### config.mk
export PLATFORM = sky130hd
export DESIGN_NAME = rpd_monitor
export DESIGN_NICKNAME = d
export VERILOG_FILES = /design/src/logic/rpd_pkg.sv /design/src/logic/rpd_monitor.sv
export SDC_FILE = /design/constraint.sdc
export NUM_CORES = 1
export LEC_CHECK = 0
export BUFFER_PORTS_ARGS = -buffer_cell sky130_fd_sc_hd__buf_2
export CAP_MARGIN = 20
export CORE_MARGIN = 2
export CORE_UTILIZATION = 48
export DETAILED_ROUTE_END_ITERATION = 16
export GPL_TIMING_DRIVEN = 1
export PLACE_DENSITY = 0.72
export SYNTH_ARGS = -nofsm -noshare
export SYNTH_HDL_FRONTEND = slang
export SYNTH_SLANG_ARGS = --single-unit
### constraint.sdc
create_clock -name mclk -period 2.51 [get_ports mclk]
set_input_delay 0.3765 -clock mclk [delete_from_list [all_inputs] [get_ports mclk]]
set_output_delay 0.3765 -clock mclk [all_outputs]
set_load 0.01 [all_outputs]
### src/logic/rpd_pkg.sv
// constants and carrier types for the receive pattern monitor
//
// Overview of operation
// pattern output shows alarm unless pseudo-random mode
// alarm high: under three zeros per 2048 bits
// alarm low: over three zeros per 2048 bits
// alarm watches line data, ignoring any loopback
// pseudo-random mode: output high until pattern lock
// sync by 3, loss by 4 errors/128 bits
// after lock each bit error pulses output high
// edge select high: data valid on falling edge
// edge select low: data valid on rising edge
// edge select high: serial data valid rising shift
// edge select low: serial data valid falling shift
// far side drives aux pin high to enable
// monitor on receive clock, alarm window restarts
`default_nettype none

package rpd_pkg;

    // ******************************************
    // alarm window
    // ******************************************
    localparam logic [10:0] AIS_WIN_LAST   = 11'h7FF; // bit 2048 of span
    localparam logic [2:0]  AIS_ZERO_LIMIT = 3'h3;    // zero threshold
    localparam logic [2:0]  AIS_ZERO_SAT   = 3'h4;    // zero count ceiling

    // ******************************************
    // pseudo-random checker
    // ******************************************
    localparam logic [6:0]  QRSS_SPAN_LAST = 7'h7F;   // bit 128 of span
    localparam logic [2:0]  QRSS_ACQ_ERRS  = 3'h3;    // lock below this
    localparam logic [2:0]  QRSS_LOSS_ERRS = 3'h4;    // unlock at this
    localparam logic [2:0]  QRSS_ERR_SAT   = 3'h4;    // error count ceiling
    localparam int          PRBS_TAP_A     = 16;      // x^17 tap index
    localparam int          PRBS_TAP_B     = 19;      // x^20 tap index

    // ******************************************
    // reset values and pin indices
    // ******************************************
    localparam logic        RST_ALARM      = 1'b0;    // alarm clear
    localparam logic        RST_PATTERN    = 1'b0;    // output low
    localparam int          PIN_EDGE       = 0;       // edge select
    localparam int          PIN_AUX_SEL    = 1;       // function select
    localparam int          PIN_AUX_PIN    = 2;       // function pin
    localparam int          PIN_SCLK       = 3;       // serial shift clock
    localparam int          PIN_COUNT      = 4;       // synchronised pins

    // one received bit as positive and negative marks
    typedef struct packed {
        logic pos;
        logic neg;
    } rpd_rx_bits_t;

    // pseudo-random lock state
    typedef enum {
        RPD_HUNT,
        RPD_LOCK
    } rpd_qrss_state_t;

endpackage : rpd_pkg

`default_nettype wire

### src/logic/rpd_monitor.sv
// receive pattern monitor with edge-selected data and serial outputs
`default_nettype none

module rpd_monitor
(
    input  wire logic                  mclk,             // system clock
    input  wire logic                  rst,              // sync reset
    input  wire logic                  rxBitStrobe,      // one per bit
    input  wire rpd_pkg::rpd_rx_bits_t rxLineBits,       // recovered bit
    input  wire logic                  edgeSelect,       // pin
    input  wire logic                  auxFunctionSelect,// pin
    input  wire logic                  auxFunctionPin,   // pin
    input  wire logic                  serialShiftClk,   // pin
    input  wire logic                  serialNextBit,    // bit to present
    output logic                       rxPositiveData,   // receive data
    output logic                       rxNegativeData,   // receive data
    output logic                       rxClkOut,         // receive clock
    output logic                       serialReadData,   // serial out
    output logic                       patternDetectOut  // detect output
);

    // ******************************************
    // helpers
    // ******************************************
    // a mark on either rail counts as a one
    function automatic logic rpd_is_mark(input rpd_pkg::rpd_rx_bits_t b);
        rpd_is_mark = b.pos | b.neg;
    endfunction : rpd_is_mark

    // ******************************************
    // pin synchronisers
    // ******************************************
    logic [rpd_pkg::PIN_COUNT-1:0] pinRaw;   // raw pins
    logic [rpd_pkg::PIN_COUNT-1:0] syncA;    // first stage only
    logic [rpd_pkg::PIN_COUNT-1:0] syncB;    // usable level
    logic                          edgeSel;  // synced edge select
    logic                          qrssOn;   // pseudo-random active
    logic                          sclk;     // synced shift clock

    assign pinRaw = {serialShiftClk, auxFunctionPin,
                     auxFunctionSelect, edgeSelect};

    // two flops per pin, first stage read only by second
    genvar gi;
    generate
        for (gi = 0; gi < rpd_pkg::PIN_COUNT; gi++)
        begin : g_sync
            always_ff @(posedge mclk)
            begin
                if (rst)
                begin
                    syncA[gi] <= 1'b0;
                    syncB[gi] <= 1'b0;
                end
                else
                begin
                    syncA[gi] <= pinRaw[gi];
                    syncB[gi] <= syncA[gi];
                end
            end
        end
    endgenerate

    assign edgeSel = syncB[rpd_pkg::PIN_EDGE];
    // detector runs only with select and far-side pin high
    assign qrssOn  = syncB[rpd_pkg::PIN_AUX_SEL] &
                     syncB[rpd_pkg::PIN_AUX_PIN];
    assign sclk    = syncB[rpd_pkg::PIN_SCLK];

    // ******************************************
    // state
    // ******************************************
    logic [10:0]              winCount, next_winCount;   // window bit
    logic [2:0]               zeroCount, next_zeroCount; // zeros seen
    logic                     aisAlarm, next_aisAlarm;   // alarm level
    logic [2:0]               zeroTally;                 // incl. this bit
    logic [19:0]              refShift, next_refShift;   // reference
    logic [6:0]               spanCount, next_spanCount; // span bit
    logic [2:0]               errCount, next_errCount;   // span errors
    logic [2:0]               errTally;                  // incl. this bit
    rpd_pkg::rpd_qrss_state_t qState, next_qState;       // lock state
    logic                     rxBit;                     // bit as 0/1
    logic                     bitErr;                    // mismatch
    logic                     next_pattern;              // output next
    rpd_pkg::rpd_rx_bits_t    rxHold, next_rxHold;       // data out
    logic                     next_rxClk;                // clock next
    logic                     sclkPrev;                  // edge detect
    logic                     next_serial;               // serial next

    assign rxBit     = rpd_is_mark(rxLineBits);
    assign zeroTally = (!rxBit && zeroCount != rpd_pkg::AIS_ZERO_SAT)
                     ? zeroCount + 3'h1 : zeroCount;
    assign bitErr    = rxBitStrobe & qrssOn &
                       (rxBit != (refShift[rpd_pkg::PRBS_TAP_A] ^
                                  refShift[rpd_pkg::PRBS_TAP_B]));
    assign errTally  = (bitErr && errCount != rpd_pkg::QRSS_ERR_SAT)
                     ? errCount + 3'h1 : errCount;

    // ******************************************
    // alarm window
    // ******************************************
    // counts zeros straight off the line, no loopback path here
    always_comb
    begin
        next_winCount  = winCount;
        next_zeroCount = zeroCount;
        next_aisAlarm  = aisAlarm;
        if (rxBitStrobe)
        begin
            next_winCount  = winCount + 11'h001;
            next_zeroCount = zeroTally;
            if (winCount == rpd_pkg::AIS_WIN_LAST)
            begin
                // window ends: judge and restart
                next_winCount  = 11'h000;
                next_zeroCount = 3'h0;
                if (zeroTally < rpd_pkg::AIS_ZERO_LIMIT)
                    next_aisAlarm = 1'b1;
                else if (zeroTally > rpd_pkg::AIS_ZERO_LIMIT)
                    next_aisAlarm = 1'b0;
            end
        end
    end

    // ******************************************
    // pseudo-random checker
    // ******************************************
    // self-synchronising reference fed from received bits
    always_comb
    begin
        next_refShift  = refShift;
        next_spanCount = spanCount;
        next_errCount  = errCount;
        next_qState    = qState;
        if (!qrssOn)
        begin
            // idle: drop lock and counts
            next_spanCount = 7'h00;
            next_errCount  = 3'h0;
            next_qState    = rpd_pkg::RPD_HUNT;
        end
        else if (rxBitStrobe)
        begin
            next_refShift  = {refShift[18:0], rxBit};
            next_spanCount = spanCount + 7'h01;
            next_errCount  = errTally;
            if (spanCount == rpd_pkg::QRSS_SPAN_LAST)
            begin
                next_errCount = 3'h0;
                case (qState)
                    rpd_pkg::RPD_HUNT:
                        if (errTally < rpd_pkg::QRSS_ACQ_ERRS)
                            next_qState = rpd_pkg::RPD_LOCK;
                    rpd_pkg::RPD_LOCK:
                        if (errTally >= rpd_pkg::QRSS_LOSS_ERRS)
                            next_qState = rpd_pkg::RPD_HUNT;
                    default:
                        next_qState = rpd_pkg::RPD_HUNT;
                endcase
            end
        end
    end

    // ******************************************
    // output selection and data paths
    // ******************************************
    always_comb
    begin
        // alarm unless pseudo-random mode is active
        if (!qrssOn)
            next_pattern = aisAlarm;
        else if (qState != rpd_pkg::RPD_LOCK)
            next_pattern = 1'b1;
        else
            next_pattern = bitErr;
        // data moves at strobe; clock makes its valid edge later
        next_rxHold = rxBitStrobe ? rxLineBits : rxHold;
        next_rxClk  = (~rxBitStrobe) ^ edgeSel;
        // serial bit launched on edge opposite to valid edge
        next_serial = serialReadData;
        if (edgeSel && !sclk && sclkPrev)
            next_serial = serialNextBit;
        else if (!edgeSel && sclk && !sclkPrev)
            next_serial = serialNextBit;
    end

    // register everything
    always_ff @(posedge mclk)
    begin
        if (rst)
        begin
            winCount         <= 11'h000;
            zeroCount        <= 3'h0;
            aisAlarm         <= rpd_pkg::RST_ALARM;
            refShift         <= 20'h00000;
            spanCount        <= 7'h00;
            errCount         <= 3'h0;
            qState           <= rpd_pkg::RPD_HUNT;
            patternDetectOut <= rpd_pkg::RST_PATTERN;
            rxHold           <= '0;
            rxClkOut         <= 1'b0;
            sclkPrev         <= 1'b0;
            serialReadData   <= 1'b0;
        end
        else
        begin
            winCount         <= next_winCount;
            zeroCount        <= next_zeroCount;
            aisAlarm         <= next_aisAlarm;
            refShift         <= next_refShift;
            spanCount        <= next_spanCount;
            errCount         <= next_errCount;
            qState           <= next_qState;
            patternDetectOut <= next_pattern;
            rxHold           <= next_rxHold;
            rxClkOut         <= next_rxClk;
            sclkPrev         <= sclk;
            serialReadData   <= next_serial;
        end
    end

    assign rxPositiveData = rxHold.pos;
    assign rxNegativeData = rxHold.neg;
endmodule : rpd_monitor

`default_nettype wire

After elaboration in Yosys (flattened, before gate mapping)
Cells that the tools add are included.

Bitwise gates (word level): 8. $lt $le $gt $ge: 4. Add/sub/neg operators: 4. Eq/ne operators: 9. Reductions and logical operators: 17. Mux-type cells: 14.

Operators with widths (number): 32-bit 2-to-1 mux (2); 32-bit one-hot mux with 2 select lines (1); 32-bit by 1-bit equality test with 1-bit output (second input constant) (1); 32-bit zero test (1); 32-bit by 2-bit != test with 1-bit output (second input constant) (1); 3-bit 2-to-1 mux (4); 11-bit by 1-bit adder with 11-bit output (second input constant) (1); 11-bit equality test (second input constant) (1); 11-bit 2-to-1 mux (1); 7-bit by 1-bit adder with 7-bit output (second input constant) (1); 7-bit equality test (second input constant) (1); 3-bit by 1-bit adder with 3-bit output (second input constant) (2); 1-bit logical AND (6); 3-bit by 2-bit less-than comparator with 1-bit output (second input constant) (2); 1-bit 2-to-1 mux (6); 3-bit != test (second input constant) (2); 1-bit zero test (4); 2-bit != test (second input constant) (2); 4-bit AND reduction (1); 2-bit nonzero test (2); 1-bit AND (3); 3-bit >= comparator (second input constant) (1); 3-bit by 2-bit greater-than comparator with 1-bit output (second input constant) (1); 3-bit AND reduction (1); other kinds (6) (8).

Output and inout bits: 5. Register bits: 91. Input bits: 10. Logic and storage cells: 77.

Longest topological paths before layout
Depth after elaboration: 8. Mapped depth: 7. Gate-level depth less buffers: 7.

Least setup slack after synthesis
Ideal clock, no wire load.

Path kind: register -> register. Start point: reg zeroCount[0]. End point: reg aisAlarm. Stages on the path, launching flop included: 8. Clock period less this slack: 1.662 ns. Path slack: 0.848 ns. Path buffers: 0. Required time: 2.424 ns. Data arrival time: 1.576 ns. Setup time: 0.086 ns. Cell sequence: dfxtp_1 > inv_1 > ha_1 > a211oi_2 > nand2_1 > and2_1 > or2_0 > a211oi_1.

Longest elaborated chain between the ends: 6. Elaborated cells between the ends (all ways): 9. Classes of those cells: add/sub: 1; order compare: 2; eq/ne: 1; mux: 2; reduce/logical: 3.

Ends and longest elaborated chain: start: declaration (RTL line rpd_monitor.sv:74) `logic [2:0] zeroCount, next_zeroCount;`; start signal: assignment (RTL line rpd_monitor.sv:208) `zeroCount <= next_zeroCount;`; branches (longest 2 deep; another with 3-bit by 1-bit adder with 3-bit output); 3-bit 2-to-1 mux (*) (RTL line rpd_monitor.sv:92) `? zeroCount + 3'h1 : zeroCount;`; 3-bit by 2-bit less-than comparator with 1-bit output / 3-bit by 2-bit greater-than comparator with 1-bit output (equally long branches) (RTL line rpd_monitor.sv:117, rpd_monitor.sv:119); 2-bit nonzero test (no source line); 3-bit AND reduction (no source line); end signal: assignment (RTL line rpd_monitor.sv:194) `aisAlarm <= rpd_pkg::RST_ALARM;`; end signal: assignment (RTL line rpd_monitor.sv:209) `aisAlarm <= next_aisAlarm;`; end: declaration (RTL line rpd_monitor.sv:75) `logic aisAlarm, next_aisAlarm;`.

Mark *: on every way between the ends. A chain may end at the register's enable or synchronous reset.

Final worst setup path
Same ends and word-level chain as after synthesis.

==> results.cfg <==
[cts]
clockBufferDepth = 2
h-tree-depth = 3
root_buffer = clkbuf_8
postCtsHoldBufs = 0
cts_buffers = 9
cts_tree = built
post_cts_resized = 0
cts.sinks = 60
clkLatencyLatePin_ns = 0.32
clk_pin_slew_ns = 0.07
cts_setup_buffers = 0

[sta]
maxSlewViolCount = 0
setup_viol_count_final = 0
worstMarginPinSlew_ns = 0.417
rsz0062_at_grt = no
min_period_ns = 1.84
fin_setup_tns_ns = 0
fin_crit_sh_pct = 73.4
fmax_ghz = 0.543
maxSlewHeadroom_pct = 72.2
fin_skew_ns = 0.00762
hold_viol_final = 0

[die]
die_h_um = 75.6
initial_core_util_pct = 48.9
rows = 26
chipWidth_um = 75.6
die-area_mm2 = 0.00572
core-area_mm2 = 0.00504
num_io_pins = 15

[routing]
wire_per_inst_um = 11.2
dr.first_iter.drc_count = 136
dr_total_vias = 1853
drcViolationCount = 0
ant_nets = 0
drt_first_pass_iters = 5
vias_per_cell = 4.98
drt_wl_total_mm = 4.15

[logic_synthesis]
synth-main-ff-cell = dfxtp_1
yosysTopAreaCell = dfxtp_1
synth_area_leaders = dfxtp_1 (49%), nand2_1 (9.0%), a21oi_1 (4.5%)
synth_seq_cells = 60
avgSynthCellArea_um2 = 8.77
synth_common_cells = dfxtp_1 (60), nand2_1 (59), nor2_1 (28)
syn_area_mm2 = 0.00246
synthArstFlopShare_pct = 0
yosysWarnings = 0
yosysTopAreaCellShare_pct = 48.8
yosysMostFrequentCell = dfxtp_1
ys_seq_area_share_pct = 48.8
synthDistinctLibCells = 47
syn-instance-count = 281
synth_edf_count = 0
syn_nets = 297

[cells_and_area]
fillers = 457
utilization_pct = 54.8
drive_above_1_share_pct = 12.9
area_delta_synth_final_pct = 12.2
instances_no_fill = 372
diodes = 0
fin_nets = 313

[critical_path]
worstPathCellList = inv_1 -> ha_1 -> a211oi_2 -> nand2_1 -> and2_1 -> or2_0 -> a211oi_1
setup.worst_path.end_class = register
crit_path_max_incr_delay_ns = 0.42
critical_path_required_ns = 2.75
r2r-end = aisAlarm$_SDFFE_PP0P_
worstPathMaxFanout = 6
critical-path-top-delay-family = compound AO/OA/AOI/OAI gates
r2r-start = zeroCount[0]$_SDFFE_PP0P_
rr_worst_depth = 7
critPathBufInv = 1
crit_type = register to register
slowest_stage = dfxtp_1
rrSetupSlack_ns = 0.67
path_depth = 7
cp.arrival_ns = 2.09
cp-start-kind = register

[hold_path]
min_path_type = primary input to register
hold-path-endpoint = syncA[3]$_SDFF_PP0_
holdPathStages = 2
holdCritStartpoint = serialShiftClk

[grt]
antenna_found_initial = 0
grt_pass1_wl_mm = 7.07
overflow = 0
grt_start_max_net_pins = 45
grt_pass1_vias = 1637
gr-usage-all-layers_pct = 16.6

[placed_design]
dp_cells = 356
numPortBuffers = 14
hpwl_mm = 2.75
gp_congestion = 0.815

[power_and_ir_drop]
p_per_area_mw_per_mm2 = 660
total_leakage_power_nw = 1.00
vdd_drop_max_mv = 0.601

[run]
drv_cap = 0

[outcome]
status = complete, no violations
-- stage by stage --
step                      instance area (µm²)  power, mW  hold slack [ns]  setup slack (ns)
after floorplan                          2460       1.04            0.414             0.848
after global placement                   2580       1.06            0.417             0.769
final                                    2760       1.82            0.266             0.667
after CTS                                2760       1.84            0.252             0.669
after detailed placement                 2580       1.06            0.424             0.692
after global routing                     2760       1.89            0.263             0.519
-- report_power, final --
group / total [mW] / switching, mW / internal (mW) / leakage [nW]
logic: 0.0665 / 0.0394 / 0.0270 / 0.425
clock network: 0.783 / 0.343 / 0.439 / 0.0937
registers: 0.975 / 0.00846 / 0.967 / 0.486
-- layout make-up --
class / instances / area (µm²) / share of cell area, %
Sequential cell: 60 / 1200 / 43.5
Timing Repair Buffer: 18 / 100 / 3.62
Inverter: 7 / 26.3 / 0.951
Clock buffer: 15 / 176 / 6.38
Multi-Input combinational cell: 201 / 1170 / 42.2
Tap cell: 70 / 87.6 / 3.17
Clock inverter: 1 / 5.00 / 0.181
-- sequential cells by signal, summed over array words and instances, names as in the netlist, 2 cells and up --
register / cells
refShift: 20
errCount: 3
syncA: 4
winCount: 11
zeroCount: 3
spanCount: 7
syncB: 2
-- layout by cell type (no fill, tap or decap), drive strengths merged, types with 3 or more instances in the layout --
cell and count:
a211oi 3, a21oi 22, and3 4, buf 18, clkbuf 15, dfxtp 60
ha 6, inv 7, mux2i 4, nand2 59, nand3 5, nand3b 3
nand4 7, nor2 28, nor2b 9, nor3 4, o21ai 5, or2 3
xnor2 6, xor2 12
-- worst max-delay path by stage --
stage | startpoint | to | slack (ns)
after detailed placement | zeroCount[0]$_SDFFE_PP0P_ | aisAlarm$_SDFFE_PP0P_ | 0.69
after floorplan | zeroCount[0]$_SDFFE_PP0P_ | aisAlarm$_SDFFE_PP0P_ | 0.85
after global routing | zeroCount[0]$_SDFFE_PP0P_ | aisAlarm$_SDFFE_PP0P_ | 0.52
after CTS | zeroCount[0]$_SDFFE_PP0P_ | aisAlarm$_SDFFE_PP0P_ | 0.67
after global placement | zeroCount[0]$_SDFFE_PP0P_ | aisAlarm$_SDFFE_PP0P_ | 0.77
final | zeroCount[0]$_SDFFE_PP0P_ | aisAlarm$_SDFFE_PP0P_ | 0.67
-- logic make-up after synthesis --
family	after synthesis	share of synthesized area (%)
DFF	60	48.8
AOI/OAI and AO/OA	41	10.3
adders and majority gates	6	3.05
and+or+nand+nor	132	25.7
buffers and inverters	20	3.86
muxes	4	1.63
xor gates and xnor gates	18	6.70
-- routing by layer --
layer  part of all wire, %  track usage (%)  vias to the layer above
li1                      -                -                      971
met1                    50             21.5                      850
met2                    45             25.0                       28
met3                   3.9             6.35                        4
met4                   1.2             6.43                        0
met5                     0                0                        -
(Power assumes the default switching activity.)
